[config.mk]
export PLATFORM = sky130hd
export DESIGN_NAME = smis_top
export DESIGN_NICKNAME = d
export VERILOG_FILES = /design/src/hw/smis_pkg.sv /design/src/hw/smis_flag_bank.sv /design/src/hw/smis_top.sv
export SDC_FILE = /design/constraint.sdc
export NUM_CORES = 1
export LEC_CHECK = 0
export BUFFER_PORTS_ARGS = -buffer_cell sky130_fd_sc_hd__buf_2
export CAP_MARGIN = 15
export CORE_ASPECT_RATIO = 1.5
export CORE_MARGIN = 1
export CORE_UTILIZATION = 28
export CTS_CLUSTER_SIZE = 25
export DETAILED_ROUTE_END_ITERATION = 12
export GPL_ROUTABILITY_DRIVEN = 0
export PLACE_DENSITY = 0.45
export SYNTH_ARGS = -nofsm -noshare
export SYNTH_HDL_FRONTEND = slang
export SYNTH_SLANG_ARGS = --single-unit
[constraint.sdc]
create_clock -name CLK_I -period 5.78 [get_ports CLK_I]
set_input_delay 0 -clock CLK_I [delete_from_list [all_inputs] [get_ports CLK_I]]
set_output_delay 0 -clock CLK_I [all_outputs]
set_load 0.005 [all_outputs]
[src/hw/smis_pkg.sv]
// smis_pkg: register map, field layout, reset values and timing constants
// for the supply monitor, interrupt and sync control block.
// assumes a 25 MHz bus clock and a slow 1 kHz prescaler input.
package smis_pkg;

    localparam int ADDR_W = 8;
    localparam int DATA_W = 32;
    localparam int NUM_IRQ = 12;

    // register offsets (byte addresses)
    localparam logic [7:0] OFS_IRQ_ENABLE_CLEAR = 8'h00;
    localparam logic [7:0] OFS_IRQ_ENABLE_SET = 8'h04;
    localparam logic [7:0] OFS_IRQ_FLAGS = 8'h08;
    localparam logic [7:0] OFS_POWER_CLOCK_STATUS = 8'h0c;
    localparam logic [7:0] OFS_LOOP_CTRL = 8'h24;
    localparam logic [7:0] OFS_LOOP_VALUE = 8'h28;
    localparam logic [7:0] OFS_LOOP_READ_SYNC = 8'h30;
    localparam logic [7:0] OFS_BROWNOUT_MONITOR = 8'h34;
    localparam logic [7:0] OFS_VOLTAGE_REF = 8'h40;

    // status / flag bit positions
    localparam int IRQ_LOOP_READY = 4;
    localparam int IRQ_MONITOR_READY = 9;
    localparam int IRQ_BROWNOUT_DETECTED = 10;
    localparam int IRQ_MONITOR_SYNC_READY = 11;

    // brownout monitor register fields
    localparam int BOD_ENABLE_BIT = 1;
    localparam int BOD_HYSTERESIS_ENABLE_BIT = 2;
    localparam int BOD_ACTION_LSB = 3;
    localparam int BOD_RUN_STANDBY_BIT = 6;
    localparam int BOD_MODE_BIT = 8;
    localparam int BOD_CEN_BIT = 9;
    localparam int BOD_PSEL_LSB = 12;
    localparam int BOD_LEVEL_LSB = 16;
    localparam logic [31:0] BOD_WRITE_MASK = 32'h003f_f35e;

    // loop control register fields
    localparam int LOOP_ENABLE_BIT = 1;
    localparam logic [15:0] LOOP_CTRL_RESET = 16'h0000;
    localparam int READ_REQUEST_BIT = 0;

    // voltage reference register fields
    localparam int TEMP_SENSOR_EN_BIT = 1;
    localparam int BANDGAP_OUT_EN_BIT = 2;
    localparam int BANDGAP_TRIM_LSB = 16;
    localparam int BANDGAP_TRIM_W = 11;

    typedef enum logic [1:0] {
        SMIS_ACT_NONE = 2'h0,
        SMIS_ACT_RESET = 2'h1,
        SMIS_ACT_INTERRUPT = 2'h2
    } smis_action_t;

    // sampled-mode check window
    localparam int CLK_PERIOD_NS = 40;
    localparam int SAMPLE_WINDOW_NS = 320;
    localparam int SAMPLE_WINDOW_CYCLES =
        (SAMPLE_WINDOW_NS + CLK_PERIOD_NS - 1) / CLK_PERIOD_NS;
    localparam int PRESCALER_IN_HZ = 1000;

endpackage : smis_pkg

[src/hw/smis_flag_bank.sv]
// smis_flag_bank: one sticky flag per interrupt source, set on a rising
// status bit and cleared by a write-one mask.
// assumes status bits are synchronous to clk_i.
`timescale 1ns/1ps
module smis_flag_bank
    import smis_pkg::*;
(
    input wire logic clk_i,
    input wire logic reset_n_i,
    input wire logic [NUM_IRQ-1:0] status_i,
    input wire logic clear_valid_i,
    input wire logic [NUM_IRQ-1:0] clear_mask_i,
    output logic [NUM_IRQ-1:0] flags_o
);

    logic [NUM_IRQ-1:0] status_prev_ff;

    always_ff @(posedge clk_i or negedge reset_n_i)
    begin
        if (!reset_n_i)
        begin
            status_prev_ff <= '0;
        end
        else
        begin
            status_prev_ff <= status_i;
        end
    end

    genvar k;
    generate
        for (k = 0; k < NUM_IRQ; k++)
        begin : g_flag
            logic flag_ff;
            logic nxt_flag;
            always_comb
            begin
                nxt_flag = flag_ff;
                if (clear_valid_i && clear_mask_i[k])
                begin
                    nxt_flag = 1'b0; // RULE22
                end
                // a new rising edge wins over a clear in the same cycle
                if (status_i[k] && !status_prev_ff[k])
                begin
                    nxt_flag = 1'b1; // RULE9
                end
            end
            always_ff @(posedge clk_i or negedge reset_n_i)
            begin
                if (!reset_n_i)
                begin
                    flag_ff <= 1'b0;
                end
                else
                begin
                    flag_ff <= nxt_flag;
                end
            end
            assign flags_o[k] = flag_ff;
        end
    endgenerate

endmodule : smis_flag_bank

[src/hw/smis_top.sv]
// smis_top: brownout monitor control, voltage reference bits, interrupt
// flags and the loop / monitor register synchronisers.
// assumes a plain register port and synchronous status inputs.
//
// Summary of operation
// RULE1: compare supply, raise reset or interrupt
// RULE2: detection result readable in status register
// RULE3: monitor fields loaded from user row
// RULE4: mode clear means continuous monitoring, default
// RULE5: mode set means sampled checks per tick
// RULE6: tick rate is 1kHz over two^(psel+1)
// RULE7: software stops sample clock before prescale change
// RULE8: hysteresis bit adds hysteresis in both modes
// RULE9: flag set on rising status bit
// RULE10: enable set and clear, zeros ignored
// RULE11: request while flag and enable both set
// RULE12: all enabled requests ORed into one
// RULE13: detection wake path needs no clock
// RULE14: loop control writes dropped while not ready
// RULE15: loop read without request starts sync
// RULE16: disabled loop reads never wait
// RULE17: monitor write clears sync ready until done
// RULE18: access during sync completes after sync
// RULE19: software polls, interrupts or just issues access
// RULE20: bandgap trim loaded at reset, write overrides
// RULE21: sensor enable and bandgap output routing
// RULE22: write one clears flag, rise wins
`timescale 1ns/1ps
module smis_top
    import smis_pkg::*;
(
    input wire logic CLK_I,
    input wire logic RESET_N_I,
    input wire logic [ADDR_W-1:0] ADDR_I,
    input wire logic [DATA_W-1:0] WDATA_I,
    input wire logic WR_I,
    input wire logic RD_I,
    output logic [DATA_W-1:0] RDATA_O,
    input wire logic [3:0] OSC_READY_I,
    input wire logic [4:0] LOOP_STATUS_I,
    input wire logic [31:0] LOOP_VALUE_I,
    output logic [15:0] LOOP_CTRL_O,
    output logic LOOP_READ_SYNC_O,
    input wire logic PRESCALER_CLK_I,
    input wire logic BOD_COMPARE_I,
    input wire logic MONITOR_READY_I,
    input wire logic [31:0] USER_ROW_BOD_I,
    input wire logic [BANDGAP_TRIM_W-1:0] FACTORY_TRIM_I,
    output logic BOD_ANALOG_ON_O,
    output logic BOD_HYSTERESIS_ENABLE_O,
    output logic [5:0] BOD_LEVEL_O,
    output logic BOD_RESET_O,
    output logic BOD_WAKE_O,
    output logic TEMP_SENSOR_EN_O,
    output logic BANDGAP_OUT_EN_O,
    output logic [BANDGAP_TRIM_W-1:0] BANDGAP_TRIM_O,
    output logic IRQ_O
);

    logic wr_enclr, wr_enset, wr_flags, wr_loop, wr_sync, wr_bod, wr_vref;
    logic rd_loop;
    logic load_pend_ff;
    logic [NUM_IRQ-1:0] status, flags, irq_en_ff;
    logic loop_ready, loop_enabled;
    logic [15:0] loop_ctrl_ff;
    logic read_armed_ff, sync_pulse_ff;
    logic [31:0] bod_ctrl_ff, bod_act_ff, pend_data_ff;
    logic busy_ff, pend_valid_ff;
    logic [31:0] nxt_bod_ctrl, nxt_pend_data;
    logic nxt_busy, nxt_pend_valid;
    logic psc_meta_ff, psc_sync_ff, psc_prev_ff, psc_tick;
    logic [15:0] psc_cnt_ff, div_last;
    logic [16:0] div_span;
    logic samp_tick;
    logic [7:0] win_cnt_ff;
    logic det_ff;
    logic act_enable, act_mode, act_cen, monitor_on;
    logic [3:0] act_psel;
    smis_action_t act_action;
    logic [31:0] vref_ff;
    logic [DATA_W-1:0] rdata_ff, nxt_rdata;

    assign wr_enclr = WR_I && ADDR_I == OFS_IRQ_ENABLE_CLEAR;
    assign wr_enset = WR_I && ADDR_I == OFS_IRQ_ENABLE_SET;
    assign wr_flags = WR_I && ADDR_I == OFS_IRQ_FLAGS;
    assign wr_loop = WR_I && ADDR_I == OFS_LOOP_CTRL && !load_pend_ff;
    assign wr_sync = WR_I && ADDR_I == OFS_LOOP_READ_SYNC;
    assign wr_bod = WR_I && ADDR_I == OFS_BROWNOUT_MONITOR && !load_pend_ff;
    assign wr_vref = WR_I && ADDR_I == OFS_VOLTAGE_REF && !load_pend_ff;
    assign rd_loop = RD_I && (ADDR_I == OFS_LOOP_CTRL || ADDR_I == OFS_LOOP_VALUE);

    // nonvolatile values are caught on the first edge after reset release
    always_ff @(posedge CLK_I or negedge RESET_N_I)
    begin
        if (!RESET_N_I)
        begin
            load_pend_ff <= 1'b1;
        end
        else
        begin
            load_pend_ff <= 1'b0;
        end
    end

    assign status = {~busy_ff, det_ff, MONITOR_READY_I, LOOP_STATUS_I, OSC_READY_I};

    smis_flag_bank u_flags (
        .clk_i(CLK_I),
        .reset_n_i(RESET_N_I),
        .status_i(status),
        .clear_valid_i(wr_flags),
        .clear_mask_i(WDATA_I[NUM_IRQ-1:0]),
        .flags_o(flags)
    );

    always_ff @(posedge CLK_I or negedge RESET_N_I)
    begin
        if (!RESET_N_I)
        begin
            irq_en_ff <= '0;
        end
        else if (wr_enset)
        begin
            irq_en_ff <= irq_en_ff | WDATA_I[NUM_IRQ-1:0]; // RULE10
        end
        else if (wr_enclr)
        begin
            irq_en_ff <= irq_en_ff & ~WDATA_I[NUM_IRQ-1:0]; // RULE10
        end
    end

    assign IRQ_O = |(flags & irq_en_ff); // RULE11 RULE12

    // locked-loop control: writes only land while the loop reports ready
    assign loop_ready = LOOP_STATUS_I[0];
    assign loop_enabled = loop_ctrl_ff[LOOP_ENABLE_BIT];

    always_ff @(posedge CLK_I or negedge RESET_N_I)
    begin
        if (!RESET_N_I)
        begin
            loop_ctrl_ff <= LOOP_CTRL_RESET;
        end
        else if (wr_loop && loop_ready)
        begin
            loop_ctrl_ff <= WDATA_I[15:0]; // RULE14
        end
    end

    assign LOOP_CTRL_O = loop_ctrl_ff;

    // the port cannot stall, so an unrequested read returns the current
    // value and, while the loop is enabled, kicks off a sync for the next read
    always_ff @(posedge CLK_I or negedge RESET_N_I)
    begin
        if (!RESET_N_I)
        begin
            read_armed_ff <= 1'b0;
            sync_pulse_ff <= 1'b0;
        end
        else
        begin
            sync_pulse_ff <= 1'b0;
            if (wr_sync && WDATA_I[READ_REQUEST_BIT])
            begin
                read_armed_ff <= 1'b1;
                sync_pulse_ff <= 1'b1; // RULE15
            end
            else if (rd_loop && loop_enabled)
            begin
                read_armed_ff <= 1'b0;
                sync_pulse_ff <= !read_armed_ff; // RULE15 RULE16
            end
        end
    end

    assign LOOP_READ_SYNC_O = sync_pulse_ff;

    // prescaler input sampled into the bus clock
    always_ff @(posedge CLK_I or negedge RESET_N_I)
    begin
        if (!RESET_N_I)
        begin
            psc_meta_ff <= 1'b0;
            psc_sync_ff <= 1'b0;
            psc_prev_ff <= 1'b0;
        end
        else
        begin
            psc_meta_ff <= PRESCALER_CLK_I;
            psc_sync_ff <= psc_meta_ff;
            psc_prev_ff <= psc_sync_ff;
        end
    end

    assign psc_tick = psc_sync_ff && !psc_prev_ff;

    // monitor write sync: a queued write completes after the running one
    always_comb
    begin
        nxt_bod_ctrl = bod_ctrl_ff;
        nxt_busy = busy_ff;
        nxt_pend_valid = pend_valid_ff;
        nxt_pend_data = pend_data_ff;
        if (psc_tick && busy_ff)
        begin
            if (pend_valid_ff)
            begin
                nxt_bod_ctrl = pend_data_ff; // RULE18
                nxt_pend_valid = 1'b0;
            end
            else
            begin
                nxt_busy = 1'b0; // RULE17
            end
        end
        if (wr_bod)
        begin
            if (nxt_busy)
            begin
                nxt_pend_valid = 1'b1; // RULE18
                nxt_pend_data = WDATA_I & BOD_WRITE_MASK;
            end
            else
            begin
                nxt_bod_ctrl = WDATA_I & BOD_WRITE_MASK;
                nxt_busy = 1'b1; // RULE17
            end
        end
    end

    always_ff @(posedge CLK_I or negedge RESET_N_I)
    begin
        if (!RESET_N_I)
        begin
            bod_ctrl_ff <= '0;
            bod_act_ff <= '0;
            busy_ff <= 1'b0;
            pend_valid_ff <= 1'b0;
            pend_data_ff <= '0;
        end
        else if (load_pend_ff)
        begin
            bod_ctrl_ff <= USER_ROW_BOD_I & BOD_WRITE_MASK; // RULE3
            bod_act_ff <= USER_ROW_BOD_I & BOD_WRITE_MASK; // RULE3
        end
        else
        begin
            bod_ctrl_ff <= nxt_bod_ctrl;
            busy_ff <= nxt_busy;
            pend_valid_ff <= nxt_pend_valid;
            pend_data_ff <= nxt_pend_data;
            if (psc_tick && busy_ff)
            begin
                bod_act_ff <= bod_ctrl_ff; // RULE17
            end
        end
    end

    assign act_enable = bod_act_ff[BOD_ENABLE_BIT];
    assign act_mode = bod_act_ff[BOD_MODE_BIT];
    assign act_cen = bod_act_ff[BOD_CEN_BIT];
    assign act_psel = bod_act_ff[BOD_PSEL_LSB +: 4];
    assign act_action = smis_action_t'(bod_act_ff[BOD_ACTION_LSB +: 2]);

    // sampling divider: last count is 2^(psel+1)-1 prescaler ticks
    // five-bit shift amount so psel of fifteen still spans 2^16 ticks
    assign div_span = 17'h1 << ({1'b0, act_psel} + 5'h1);
    assign div_last = 16'(div_span - 17'h1);
    assign samp_tick = act_cen && psc_tick && psc_cnt_ff == div_last; // RULE6

    always_ff @(posedge CLK_I or negedge RESET_N_I)
    begin
        if (!RESET_N_I)
        begin
            psc_cnt_ff <= '0;
        end
        else if (!act_cen)
        begin
            psc_cnt_ff <= '0;
        end
        else if (psc_tick)
        begin
            psc_cnt_ff <= (psc_cnt_ff == div_last) ? 16'h0 : psc_cnt_ff + 16'h1; // RULE6
        end
    end

    // short check window per sampling tick, off otherwise
    always_ff @(posedge CLK_I or negedge RESET_N_I)
    begin
        if (!RESET_N_I)
        begin
            win_cnt_ff <= '0;
        end
        else if (samp_tick && act_enable && act_mode)
        begin
            win_cnt_ff <= 8'(SAMPLE_WINDOW_CYCLES); // RULE5
        end
        else if (win_cnt_ff != 8'h0)
        begin
            win_cnt_ff <= win_cnt_ff - 8'h1;
        end
    end

    assign monitor_on = act_enable && (!act_mode || win_cnt_ff != 8'h0); // RULE4 RULE5

    // sampled mode holds the last window's verdict until the next one
    always_ff @(posedge CLK_I or negedge RESET_N_I)
    begin
        if (!RESET_N_I)
        begin
            det_ff <= 1'b0;
        end
        else if (!act_enable)
        begin
            det_ff <= 1'b0;
        end
        else if (!act_mode || win_cnt_ff == 8'h1)
        begin
            det_ff <= BOD_COMPARE_I; // RULE1 RULE2
        end
    end

    assign BOD_ANALOG_ON_O = monitor_on;
    assign BOD_HYSTERESIS_ENABLE_O = bod_act_ff[BOD_HYSTERESIS_ENABLE_BIT]; // RULE8
    assign BOD_LEVEL_O = bod_act_ff[BOD_LEVEL_LSB +: 6]; // RULE1
    assign BOD_RESET_O = det_ff && act_action == SMIS_ACT_RESET; // RULE1
    // wake path is pure logic so it works with the bus clock stopped
    assign BOD_WAKE_O = BOD_COMPARE_I && monitor_on
        && act_action == SMIS_ACT_INTERRUPT; // RULE13

    always_ff @(posedge CLK_I or negedge RESET_N_I)
    begin
        if (!RESET_N_I)
        begin
            vref_ff <= '0;
        end
        else if (load_pend_ff)
        begin
            vref_ff[BANDGAP_TRIM_LSB +: BANDGAP_TRIM_W] <= FACTORY_TRIM_I; // RULE20
        end
        else if (wr_vref)
        begin
            vref_ff <= WDATA_I & 32'h07ff_0006; // RULE20 RULE21
        end
    end

    assign TEMP_SENSOR_EN_O = vref_ff[TEMP_SENSOR_EN_BIT]; // RULE21
    assign BANDGAP_OUT_EN_O = vref_ff[BANDGAP_OUT_EN_BIT]; // RULE21
    assign BANDGAP_TRIM_O = vref_ff[BANDGAP_TRIM_LSB +: BANDGAP_TRIM_W];

    always_comb
    begin
        nxt_rdata = '0;
        case (ADDR_I)
            OFS_IRQ_ENABLE_CLEAR, OFS_IRQ_ENABLE_SET: nxt_rdata = 32'(irq_en_ff);
            OFS_IRQ_FLAGS: nxt_rdata = 32'(flags);
            OFS_POWER_CLOCK_STATUS: nxt_rdata = 32'(status); // RULE2
            OFS_LOOP_CTRL: nxt_rdata = 32'(loop_ctrl_ff);
            OFS_LOOP_VALUE: nxt_rdata = LOOP_VALUE_I;
            OFS_BROWNOUT_MONITOR: nxt_rdata = pend_valid_ff ? pend_data_ff : bod_ctrl_ff; // RULE18
            OFS_VOLTAGE_REF: nxt_rdata = vref_ff;
            default: nxt_rdata = '0;
        endcase
    end

    always_ff @(posedge CLK_I or negedge RESET_N_I)
    begin
        if (!RESET_N_I)
        begin
            rdata_ff <= '0;
        end
        else
        begin
            rdata_ff <= RD_I ? nxt_rdata : '0;
        end
    end

    assign RDATA_O = rdata_ff;
endmodule : smis_top

* After elaboration in Yosys (flattened, before gate mapping) *
Cells that the tools add are included.

word-level totals
  flip-flop bits (word level) = 201
  input port bits = 131
  output and inout bits = 73
  word-level logic and storage cells = 201

cells by class
  $add $sub $neg = 4
  eq/ne operators = 14
  shift operators = 1
  mux-type cells = 54
  bitwise logic cells = 6
  reduce and logical (&&, ||, !) cells = 90

operators by type and width
  kind                                                 count
  case mux 32 bit (7 select lines)                     1
  two-way mux 32 bit                                   6
  logical AND 1 bit                                    48
  two-way mux 16 bit                                   3
  two-way mux 22 bit                                   2
  two-way mux 1 bit                                    36
  nonzero test 2 bit                                   17
  == test 8 x 6 -> 1 bit (second input constant)       4
  two-way mux 27 bit                                   1
  bitwise AND 12 bit                                   2
  two-way mux 12 bit                                   2
  adder 16 x 1 -> 16 bit (second input constant)       1
  == test 16 bit                                       1
  == test 8 x 4 -> 1 bit (second input constant)       2
  logical NOT 1 bit                                    16
  two-way mux 8 bit                                    2
  left shift 1 x 5 -> 16 bit (first input constant)    1
  subtractor 16 x 1 -> 16 bit (second input constant)  1
  NOT 12 bit                                           1
  bitwise OR 12 bit                                    1
  OR reduction 12 bit                                  1
  two-way mux 11 bit                                   1
  == test 8 x 1 -> 1 bit (second input constant)       1
  == test 8 x 3 -> 1 bit (second input constant)       1
  other kinds (13)                                     17

* Depth between registers and ports, before layout *
Gate-level depths: netlist of run 1.

  word-level depth = 8
  mapped depth = 14
  gate-level depth less buffers = 10

* By module *
From an unflattened synthesis of run 1, not the netlist that was laid out.

second synthesis, totals
  cell total of the unflattened synthesis = 951
  area, all modules = 9836.9 µm²

by module, submodules not included
  module          instances  cells an instance  area an instance (µm²)
  smis_top        1          878                8939.8
  smis_flag_bank  1          73                 897.1

* Worst setup path after synthesis of run 1 *
OpenSTA, ideal clock, no wires.

  path type = reg-to-reg
  start point = register bod_act_ff[13]
  end point = register psc_cnt_ff[10]
  arrival time = 2826 ps
  path slack = 2835 ps
  stages on the path, launching flop included = 14
  buffers on the path = 3
  cell sequence = dfrtp_1 -> buf_2 -> nor4_4 -> inv_1 -> ha_1 -> buf_6 -> or2_4 -> o2bb2a_4 -> or3b_1 -> a32oi_2 -> nand4_4 -> o21ai_2 -> buf_4 -> nor2_1

between the ends
  longest elaborated chain between the ends = 7

ends and longest elaborated chain
  item                         line             RTL
  from (decl)                  smis_top.sv:67   logic [31:0] bod_ctrl_ff, bod_act_ff, pend_data_ff;
  from (signal assigned)       smis_top.sv:245  bod_act_ff <= USER_ROW_BOD_I & BOD_WRITE_MASK;
  from (signal assigned)       smis_top.sv:255  bod_act_ff <= bod_ctrl_ff;
  adder 4 x 1 -> 5 bit         smis_top.sv:268  assign div_span = 17'h1 << ({1'b0, act_psel} + 5'h1);
  left shift 1 x 5 -> 16 bit   smis_top.sv:268
  subtractor 16 x 1 -> 16 bit  smis_top.sv:269  assign div_last = 16'(div_span - 17'h1);
  == test 16 bit               smis_top.sv:284  psc_cnt_ff <= (psc_cnt_ff == div_last) ? 16'h0 : psc_cnt_ff + 16'h1;
  two-way mux 16 bit           smis_top.sv:284
  two-way mux 16 bit           smis_top.sv:282  else if (psc_tick)
  two-way mux 16 bit           smis_top.sv:278  else if (!act_cen)
  to (signal assigned)         smis_top.sv:284
  to (decl)                    smis_top.sv:72   logic [15:0] psc_cnt_ff, div_last;

Every way passes these cells. The select of a mux whose other input is x is not followed.
A chain may end at the register's enable or synchronous reset.

* Final worst setup path of run 1 *
  start point = register bod_act_ff[12]
  end point = register psc_cnt_ff[10]

Same word-level chain as after synthesis.

==> results of run 1 <==
## worst max-delay path, stage by stage, from the launching register on
cell and delay, ps:
dfrtp_1 630, nor4_4 380, inv_1 70, ha_1 430, or2_4 360, o2bb2a_4 190, or3b_1 370, a32oi_2 300
nand4_4 220, o21ai_2 500, nor2_1 110
## registers in the layout, indices dropped and copies added, names as in the netlist, 8 cells and up, named ones only
name                    flops
RDATA_O                    32
bod_act_ff                 16
win_cnt_ff                  8
psc_cnt_ff                 16
u_flags.g_flag.flag_ff     12
bod_ctrl_ff                32
vref_ff                    13
LOOP_CTRL_O                16
u_flags.status_prev_ff     12
pend_data_ff               17
## through the flow
step	setup WS [ps]	instance area, um2	util	std cells
2_1_floorplan	2830	9400	-	900
3_3_place_gp	2100	10700	0.326	1457
3_5_place_dp	2080	10700	0.326	1457
4_1_cts	2060	12600	0.384	1619
5_1_grt	1800	12600	0.384	1620
6_report	2080	12600	0.384	1620
## logic make-up after synthesis
logic type,count (synthesis),share of synthesized area
xor+xnor,20,0.0186
mux,112,0.128
fa+ha+maj,4,0.00532
compound gates,195,0.135
other cells,2,0.000799
simple gates,293,0.154
buf+inv,79,0.0390
flops,195,0.519
## layer usage
metal  share of wire  up-vias  global-route usage
met5               0        -                   0
met4           0.034        0              0.0770
met3           0.033       49              0.0342
met2            0.52      167               0.321
met1            0.41     4024               0.224
li1                -     3787                   -
## area by class of cell
cell class,count,share of cell area
Clock inverter,12,0.0116
Multi-Input combinational cell,626,0.331
Sequential cell,195,0.387
Clock buffer,20,0.0362
Antenna cell,1,0.000198
Tap cell,415,0.0412
Timing Repair Buffer,331,0.187
Inverter,20,0.00595
## where the power goes
part	internal, uW	leakage, uW	switching (uW)
logic	188	0.00329	199
clock network	670	0.000292	561
registers	1410	0.00252	48.5
## path summary, 6_finish.rpt
| check | from | to | slack, ps | cells after the start |
|---|---|---|---|---|
| worst max-delay path | bod_act_ff[12] | psc_cnt_ff[10] | 2080 | 10 |
| worst min-delay path | RD_I | RDATA_O[0] | 30 | 3 |
| worst max register to register | bod_act_ff[12] | psc_cnt_ff[10] | 2080 | 10 |
| worst min register to register | psc_meta_ff | psc_sync_ff | 360 | 0 |
| max in group asynchronous | RESET_N_I | bod_act_ff[16] | 4150 | 3 |
| min in group asynchronous | RESET_N_I | RDATA_O[10] | 210 | 2 |
## cell usage after synthesis (all sizes together), types with 2 or more instances
cell type	n
or3	3
buf	23
nand2	102
a22oi	15
nor4b	3
a222oi	23
nand4	5
nor2	84
nor2b	5
xor2	10
a221oi	9
or2	2
nor4bb	2
nor4	7
o21ai	73
dfrtp	194
nand3	21
and3	6
nor3b	4
xnor2	10
a31oi	8
nand2b	4
nor3	13
a22o	4
or4b	3
a21boi	5
o31a	2
and4b	2
conb	2
nand3b	3
ha	4
clkbuf	36
mux2i	50
and2	21
inv	20
mux2	62
o211ai	2
o22ai	2
a21oi	43
==> results, run 1 <==
- The final setup violation count is 0.
- The worst-case IR drop observed on VDD is 0.208 mV.
- The via count of the first global-routing pass was approximately 8,300.
- In the final layout, the share of cells above drive strength 1 is 0.258.
- For this run, the detailed router's first-pass iteration total came to 6.
- The remaining antenna violation count is 0.
- Counting flops with a built-in enable in the synthesized netlist gives 0.
- Setup repair after global routing left no endpoint under its margin.
- The fraction of registers with async set or reset after synthesis is 1.00.
- The floorplan die area is between 0.03 and 0.04 mm2.
- The number of nets produced by synthesis is roughly 1,000.
- The core area is approximately 0.033 mm2.
- The worst path needs about 3700 ps of the cycle, external delays included.
- For the worst setup path, the data required time is between 6000 and 7000 ps.
- The die is around 230 um tall.
- The period utilization is 0.640.
- The total leakage power is between 0.006 and 0.007 uW.
- For this run, the leading register cell type out of synthesis is dfrtp_1.
- The final-report max-slew violation count was 0.
- The net count of the finished layout is 1,326.
- The post-detailed-route wirelength per cell is around 19 um.
- The final layout contains routed wiring with a total length of 30.8 mm.
- The mean post-synth cell area is 10.4 um2.
- The top-level port count is 204.
- The routed layout has between 8,000 and 9,000 vias.
- The area of the multi-input gates is between 0.004 and 0.005 mm2.
- The total overflow left after global routing is 0.
- The type of element launching the critical path is a register.
- The number of synthesized register bits is between 150 and 200.
- The x dimension of the die is roughly 150 um.
- The clock tree root buffer cell is clkbuf_16.
- Clock-pin slew was measured on the worst setup and hold paths at 70 ps.
- Of all cell types, the one taking the most synthesized area is dfrtp_1.
- In this run the post-CTS setup repair buffer count came out at 0.
- Buffers placed on the I/O ports in this run total 183.
- The upper clock frequency limit is 0.270 GHz.
- In this run the number of H-tree levels came out at 4.
- In the layout the commonest cells are 194 x dfrtp_1, 182 x buf_2, 130 x dlygate4sd3_1.
- The fraction of the yosys area taken by sequential cells is 0.519.
- The cell area after synthesis is ~0.0094 mm2.
- The HPWL after detailed placement is roughly 22 mm.
- The critical path arrival is about 4000 ps.
- For this run, the total global-route usage over all layers was measured as 0.186.
- The class of the tightest hold or removal check is input port to register.
- The minimum hold slack is around 33 ps.
- Hold repair after CTS inserted 130 buffers.
- The design draws 3080 uW.
- The flow ran to the end, and the final reports show no timing, DRC or antenna violations.
- The detailed-route DRC error count is 0.
- In this run the worst path has a maximum fanout of 21.
- The tree built by TritonCTS fans out to approximately 200 sinks.
- The maximum root-to-sink buffer count is 2.
- The initial DRC count is about 560.
- The path type of the worst setup path is register to register.
- The critical path capture point type is a register.
- TritonCTS built the clock tree.
- The filler cells instantiated in the layout total about 3,400.
- The floorplan has between 80 and 90 rows.
- The portion of synthesized cell area occupied by the leading cell type is 0.516.
- In this run, post-CTS repair resized a total of 0 instances.
- From synthesis to final layout, the design area changed by 34.2%.
- The area used by sequential logic in the layout is 0.00488 mm2.
- The number of clock buffers added by TritonCTS is 17.
- For this configuration, the core starts out at a cell density of 0.286.
- The number of different library cells used by synthesis comes to 61.
- The number of endpoints with negative hold slack in the final report is 0.
- Ranked by total cell area, the synthesized netlist is headed by dfrtp_1 52%, mux2_2 7.4%, mux2i_1 5.3%, nand2_1 4.1%, o21ai_0 3.8%.
- The most common cell after layout, fill and taps aside is dfrtp_1.
- The ratio of routed vias to standard cells is between 4 and 5.
- The number of antenna violations at the first check in global routing is 1.
- The setup clock skew after layout is roughly 12 ps.
- Across the run, the number of max-cap violations was 0.
- The power density relative to cell area is 244 mW/mm2.
- At the pin with the least slew margin, the transition time is 1080 ps.
- Synthesis produced 900 cells.
- The Yosys step of the flow raised 0 warnings.
- In the final timing run, aggregate negative setup slack is 0 ps.
- For the worst-skew pair, the clock arrives at the later sink with an insertion delay of 450 ps.
- The headroom to the max-slew limit is 0.281.
- The largest net degree at the start of global routing is 98.
- The first global-routing pass estimated around 47 mm of wire.
Power figures use the tool's default switching activity.
==> run 2, diff against run 1 <==
Settings changed: ABC_AREA set to 1, PLACE_DENSITY 0.45 to 0.44.
Clock period 5.78 ns to 3.9 ns, I/O delays scaled along.
==> run 2 against run 1 <==
Compared with the run above: critical path depth is 2 lower; via count is 15% higher; sequential share of layout area is 0.86 points lower; combinational power is 100% higher; cell area is 2.3% higher; flip-flop and latch count stayed put; worst hold slack worse by 4.8 ps; total power is 59% higher; clock power is 50% higher; register-to-register slack worse by 1400 ps.
==> results, run 2 <==
- For this run, the leading register cell type out of synthesis is dfrtp_1.
- The top-level port count is about 200.
- The number of sinks handled by clock tree synthesis is around 200.
- The maximum ir drop on the vdd rail is 0.215 mV.
- The final-report max-slew violation count is 0.
- The clock power share is 0.379.
- The TritonCTS clock tree is yes.
- The x dimension of the die is ~150 um.
- Measured along the y axis, the die boundary spans around 230 um.
- Detailed routing inserted a total of 9,203 vias.
- The worst path needs 3200 ps of the cycle, external delays included.
- The total number of placement rows is a little over 80.
- The startpoint identified for the worst hold timing path is LOOP_VALUE_I[8].
- The Yosys step of the flow raised 0 warnings.
- The cell-internal power is roughly 3500 uW.
- CTS placed an instance of clkbuf_16 at the clock tree root.
- The number of endpoints with negative hold slack in the final report is 0.
- The switching share of total power is 0.285.
- The setup clock skew after layout is between 10 and 15 ps.
- The register clock-pin slew on the reported worst setup and hold paths is approximately 70 ps.
- The area of the multi-input gates is roughly 0.0039 mm2.
- The setup check on the worst reg-to-reg path leaves a slack of about 700 ps.
- The mean post-synth cell area is 8.06 um2.
- Derived from the worst setup path, the maximum achievable clock frequency is between 0.3 and 0.4 GHz.
- In the final routed layout, each cell accounts on average for roughly 18 um.
- The headroom to the max-slew limit is 0.289.
- The first-pass detailed-route iteration total is 5.
- The portion of synthesized cell area occupied by the leading cell type is 0.498.
- The total area inside the core boundary comes to 0.0343 mm2.
- Sorting the synthesized cells by area gives the leading types as dfrtp_1 50%, nand2_1 12%, inv_1 6.6%, o21ai_0 6.3%, nand3_1 3.0%.
- Synthesis inferred between 150 and 200 register bits.
- The sequential group share of total power is 0.459.
- Synthesis produced a netlist whose cell count is between 1,000 and 1,500.
- The fraction of registers with async set or reset after synthesis is 1.00.
- The slew at the pin closest to its max-slew limit is ~1100 ps.
- The data required time of the critical path is approximately 4200 ps.
- For this design the ratio of total power to cell area is between 300 and 400 mW/mm2.
- The simple-gate portion of the synthesized area is 0.222.
- The H-tree was split into 4 levels.
- The share of the Yosys chip area taken by registers is 0.501.
- After the first detailed-routing iteration, the DRC count stood at 480.
- The critical path capture point type is a register.
- The startpoint of the worst register-to-register path is pend_valid_ff.
- The combinational family with the most area after synthesis is simple AND/OR/NAND/NOR gates.
- The final setup violation count is 0.
- The number of buffers added by the clock tree synthesis step is 17.
- The later-pin clock latency in the skew report is roughly 460 ps.
- The area fraction in compound gates after synthesis is 0.154.
- In the global route stage, met2 resource usage came out at 0.345.
- The floorplan die area is around 0.036 mm2.
- Max-cap violations in this run came to 0.
- Leaving out fill and tap cells, the most frequent cell in the layout is nand2_1.
- The total half-perimeter wirelength after legalization and detailed placement is roughly 25 mm.
- After synthesis, the netlist uses 48 different library cells.
- By count the netlist is led by 302 x nand2_1, 194 x dfrtp_1, 171 x inv_1, 122 x o21ai_0, 64 x nor2_1.
- For this run, the post-layout net count is 1,629.
- Summed over all layers, the global routing overflow is 0.
- The share of total power dissipated in combinational logic is 0.162.
- The class of the tightest hold or removal check is input port to register.
- In the global route stage, overall resource usage came out at 0.198.
- For met3 alone, demand over resource in global routing was 0.0291.
- The total leakage power is roughly 0.0065 uW.
- The synthesized design contains 0 enable-type register cells.
- The worst setup path is launched from a register.
- After synthesis, the share of cell area in mux cells is 0.00218.
- The critical path is of the register to register type.
- The ratio of routed vias to standard cells is around 4.8.
- The largest net degree at the start of global routing is approximately 100.
- Setup repair after global routing left no endpoint under its margin.
- In the layout the commonest cells are 302 x nand2_1, 194 x dfrtp_1, 182 x buf_2.
- The minimum hold slack is roughly 28 ps.
- Setup total negative slack on the finished layout was measured at 0 ps.
- The most crowded layer after global routing is met2.
- In this run the tool buffered the top-level ports with 183 buffer cells.
- The total power is around 4900 uW.
- Once detail routing completed, the nets flagged for antenna violations numbered 0.
- The growth of design area from synthesis to finish is 32.5%.
- The number of antenna violations at the first check in global routing is 0.
- The run finished with clean final reports.
- The detailed-route wire length is around 34 mm.
- The maximum root-to-sink buffer count is 2.
- The number of nets produced by synthesis is approximately 1,300.
- The share of post-route cells with drive strength above 1 is 0.188.
- The global routing met1 resource utilization is 0.239.
- The net switching component of the power is between 1000 and 1500 uW.
- Along the worst path, the maximum fanout reaches 42.
- The biggest area contributor in the post-synthesis netlist is dfrtp_1.
- For the worst setup path, the data arrival time is around 3500 ps.
- The cell count of the worst hold path is 4.
- The end of the worst register-to-register path is bod_ctrl_ff[20].
- The initial utilization of the core area, before any placement, comes to 0.284.
- The count of cells resized by post-cts repair is 0.
- The detailed-route DRC error count is 0.
- Of the total synthesized cell area, the portion taken by full adders, half adders and majority gates is 0.00514.
- The first global-routing pass estimated around 53 mm of wire.
- The xor-xnor portion of the synthesized cell area is 0.0171.
- The sequential cells in the finished layout cover a total of 0.00488 mm2.
- In the finished design, the share of the clock period the worst path needs comes to 0.821.
- 0 antenna diodes ended up in the layout.
- The most instantiated library cell after synthesis is nand2_1.
- The cell area after synthesis is between 0.009 and 0.01 mm2.
- The via count of the first global-routing pass is approximately 9,200.
- The filler cells instantiated in the layout total about 3,600.
- The cell count of the worst reg-to-reg path is 8.
- The end point of the worst hold path is RDATA_O[8].
## run 2: changes by cell type in the layout (fill, tap and decap cells not counted), moves of 21 or more
cell and change:
nand2_1 +200, inv_1 +151, mux2_2 -61, mux2i_1 -49, o21ai_0 +49, nand3_1 +38, o211ai_1 +30, a222oi_1 -23
and2_1 -21
## run 2: worst max-delay path by stage
| stage | from | end | slack, ps | cells past startpoint |
|---|---|---|---|---|
| floorplan | bod_act_ff[15] | psc_cnt_ff[15] | 1600 | 19 |
| global route | ADDR_I[4] | bod_ctrl_ff[12] | 500 | 13 |
| detailed placement | bod_act_ff[15] | psc_cnt_ff[3] | 1000 | 17 |
| global placement | bod_act_ff[15] | psc_cnt_ff[15] | 1020 | 17 |
| finish | pend_valid_ff | bod_ctrl_ff[20] | 700 | 8 |
| CTS | pend_valid_ff | bod_ctrl_ff[20] | 710 | 8 |
## run 2: repair_timing
action                    in CTS  in global routing
hold endpoints to repair     247                  0
hold buffers                 120                  0
buffers inserted               0                  0
## run 2: metal layers
metal / wire length (um) / share of wire
met3: 1180 / 0.034
met2: 17200 / 0.50
met5: 0 / 0
met4: 1270 / 0.037
met1: 14700 / 0.43
## run 2: cells by family (layout without fill, tap and decap cells)
logic type	after synthesis	in the layout
buf+inv	238	536
flops	195	195
simple gates	498	498
mux	2	2
xor+xnor	19	19
fa+ha+maj	4	4
other cells	2	2
compound gates	251	251
## run 2: worst max-delay path: stages, from the launching register on
cell and delay, ps:
dfrtp_1 690, inv_1 120, a21oi_1 480, nor2_4 160, inv_2 620, o211ai_1 190
o21ai_1 140, o21ai_0 90, dlygate4sd3_1 580
## run 2: power groups by stage
stage / clock, uW / sequential (uW) / combinational, uW
after floorplan: 0 / 2250 / 427
after global placement: 0 / 2280 / 678
after detailed placement: 0 / 2280 / 690
after CTS: 1900 / 2240 / 802
after global routing: 1970 / 2260 / 893
final: 1850 / 2240 / 792
## run 2: area by class of cell
| cell class | count | share of cell area |
|---|---|---|
| Clock inverter | 13 | 0.0124 |
| Clock buffer | 19 | 0.0335 |
| Multi-Input combinational cell | 776 | 0.304 |
| Tap cell | 425 | 0.0412 |
| Sequential cell | 195 | 0.378 |
| Inverter | 181 | 0.0528 |
| Timing Repair Buffer | 323 | 0.178 |
## run 2: per-stage QoR
stage | std cells | worst slack [ps] | utilization | cell area, um2
floorplan | 1209 | 1600 | - | 9740
global placement | 1779 | 1020 | 0.324 | 11100
detailed placement | 1780 | 1000 | 0.324 | 11100
CTS | 1932 | 712 | 0.377 | 12900
global route | 1932 | 502 | 0.377 | 12900
finish | 1932 | 698 | 0.377 | 12900
==> run 3, diff against run 2 <==
Settings changed: PLACE_DENSITY 0.44 to 0.46.
Clock period 3.9 ns to 2.7 ns, I/O delays scaled along.
==> run 3 against run 2 <==
Compared with the run above: non-clock buffer count rose by 19; combinational power increased by 46%; global-route usage down 0.23 points; worst hold slack got worse by 18 ps; clock power rose by 40%; critical path type unchanged; largest power group unchanged.
==> results, run 3 (synthesized netlist as in run 2, its figures left out) <==
- In the final design database the tool counted between 1,500 and 2,000 nets.
- In this run the core area contains just over 80 standard-cell rows.
- The top-level port count is approximately 200.
- The core region is 0.0343 mm2.
- The data required time of the critical path is approximately 3000 ps.
- TritonCTS built the clock tree.
- Setup repair after global routing left no endpoint under its margin.
- The floorplan step set the die width to between 150 and 200 um.
- The setup fix buffers added after clock tree synthesis is 0.
- In this run the critical register-to-register path is launched from load_pend_ff.
- The aggregate global-route resource usage is 0.196.
- The analysis attributes to cell leakage a power of 0.00657 uW.
- The register clock-pin slew on the reported worst setup and hold paths is ~70 ps.
- After detailed routing, the number of remaining DRC violations is 0.
- 0 antenna diodes ended up in the layout.
- The growth of design area from synthesis to finish is 34.1%.
- The number of buffers added by the clock tree synthesis step is 17.
- The cell count of the worst hold path is 5.
- In the layout the commonest cells are 302 x nand2_1, 194 x dfrtp_1, 182 x buf_2.
- After detailed placement, the design holds a cell count of ~1,800.
- The setup clock skew after layout is approximately 10 ps.
- The completed layout was analyzed and its total power is 6980 uW.
- The clock period minus final worst setup slack is between 2000 and 2500 ps.
- During placement, the flow inserted port buffers numbering roughly 180.
- The end point of the worst hold path is RDATA_O[15].
- The power density relative to cell area is between 500 and 600 mW/mm2.
- The final-layout setup total negative slack is 0 ps.
- The flow ran to the end, and the final reports show no timing, DRC or antenna violations.
- The post-detailed-route wirelength per cell is ~17 um.
- After filler insertion, the fill cell instance count of the layout stands at 3,602.
- Across all register-to-register paths, the minimum setup slack is 260 ps.
- The final-report max-slew violation count is 0.
- The worst-path maximum fanout is 48.
- Entering global routing, the biggest net connects between 60 and 70 pins.
- The worst hold path belongs to the class input port to register.
- The first-pass GRT wire length is roughly 53 mm.
- In this run the tightest slew margin relative to its limit is 0.579.
- Across the run, the number of max-cap violations was 0.
- The floorplan die area is 0.0356 mm2.
- The type of element launching the critical path is a register.
- CTS saw 195 sinks.
- In the final layout, the share of cells above drive strength 1 is 0.201.
- The critical path arrival is 2770 ps.
- The via count of the first global-routing pass was 9,454.
- The detailed-route wire length is between 30 and 40 mm.
- The area used by sequential logic in the layout is between 0.004 and 0.005 mm2.
- The worst setup path is captured at a register.
- Based on the critical path, the design can be clocked at up to a little over 0.4 GHz.
- The total half-perimeter wirelength after legalization and detailed placement is roughly 25 mm.
- The critical hold path startpoint is LOOP_VALUE_I[15].
- After the first detailed-routing iteration, the DRC count stood at approximately 530.
- The first-pass detailed-route iteration total is 5.
- The number of non-filler instances in the completed layout is roughly 2,000.
- The area of the multi-input gates is 0.00392 mm2.
- Summed over all layers, the global routing overflow is 0.
- The worst-case IR drop observed on VDD is approximately 0.33 mV.
- Setup violations remaining at the end of the flow were counted as 0.
- The count of nets left with antenna violations once routing finished came out at 0.
- The number of endpoints with negative hold slack in the final report is 0.
- The tree is rooted in a clkbuf_16.
- The ratio of routed vias to standard cells is 4.71.
- The end of the worst register-to-register path is vref_ff[16].
- The number of antenna violations at the first check in global routing came to 0.
- The worst register-to-register path has a depth of 6.
- Hold timing on the final database bottoms out at a slack of 9.52 ps.
- The effective utilization at floorplan is 0.284.
- The H-tree generated during clock tree synthesis spans 4 levels.
- The period utilization is 0.903.
- The path type of the worst setup path is register to register.
- The most common cell after layout, fill and taps aside is nand2_1.
- For the worst-skew pair, the clock arrives at the later sink with an insertion delay of 460 ps.
- The maximum root-to-sink buffer count is 2.
- The height of the die is between 200 and 250 um.
- The vias after detailed routing is between 9,000 and 10,000.
- At the pin with the least slew margin, the transition time is 625 ps.
==> run 3: cell type report <==
type,count,share of cell area
clock buffers,20,0.0357
clock inverters,12,0.00938
inverters,181,0.0527
multi-input cells,776,0.300
flip-flops and latches,195,0.373
well taps,425,0.0407
repair buffers,342,0.188
==> run 3: critical path, stage by stage (launching register included) <==
cell,delay (ps)
dfstp_2,550
buf_6,340
clkinvlp_4,350
o21ai_0,140
buf_4,220
o221ai_1,130
dlygate4sd3_1,580
==> run 3: report_power, final <==
group	switching [uW]	total (uW)	internal (uW)
Clock	1230	2590	1360
Sequential	129	3230	3100
Combinational	657	1160	508
==> run 3: how the worst max path moves through the flow <==
| stage | from | to | slack [ps] | cells after the start |
|---|---|---|---|---|
| final | load_pend_ff | vref_ff[16] | 260 | 6 |
| after detailed placement | bod_act_ff[13] | win_cnt_ff[7] | 290 | 15 |
| after global routing | bod_act_ff[13] | win_cnt_ff[1] | 20 | 15 |
| after global placement | bod_act_ff[14] | win_cnt_ff[6] | 320 | 15 |
| after CTS | load_pend_ff | vref_ff[16] | 20 | 6 |
| after floorplan | bod_act_ff[15] | psc_cnt_ff[15] | 400 | 19 |
==> run 3: per-layer routing <==
layer  routed length [um]  part of all wire  vias to the layer above  global-route usage
li1                     -                 -                     4530                   -
met1                14200              0.42                     4407               0.231
met2                17300              0.52                      207               0.353
met3                  930             0.028                       53              0.0257
met4                 1120             0.033                        0              0.0863
met5                    0                 0                        -                   0
==> run 3: repair_timing <==
item                                    CTS  global route
endpoints found under the setup margin    0            23
resized for setup                         0             5
hold endpoints to repair                238             0
hold buffers                            119             0
==> run 3: stage by stage <==
stage	util	cell area [um2]	setup WS (ps)
2_1_floorplan	-	9740	402
3_3_place_gp	0.329	11300	318
3_5_place_dp	0.329	11300	287
4_1_cts	0.381	13100	24.8
5_1_grt	0.381	13100	18.9
6_report	0.381	13100	262
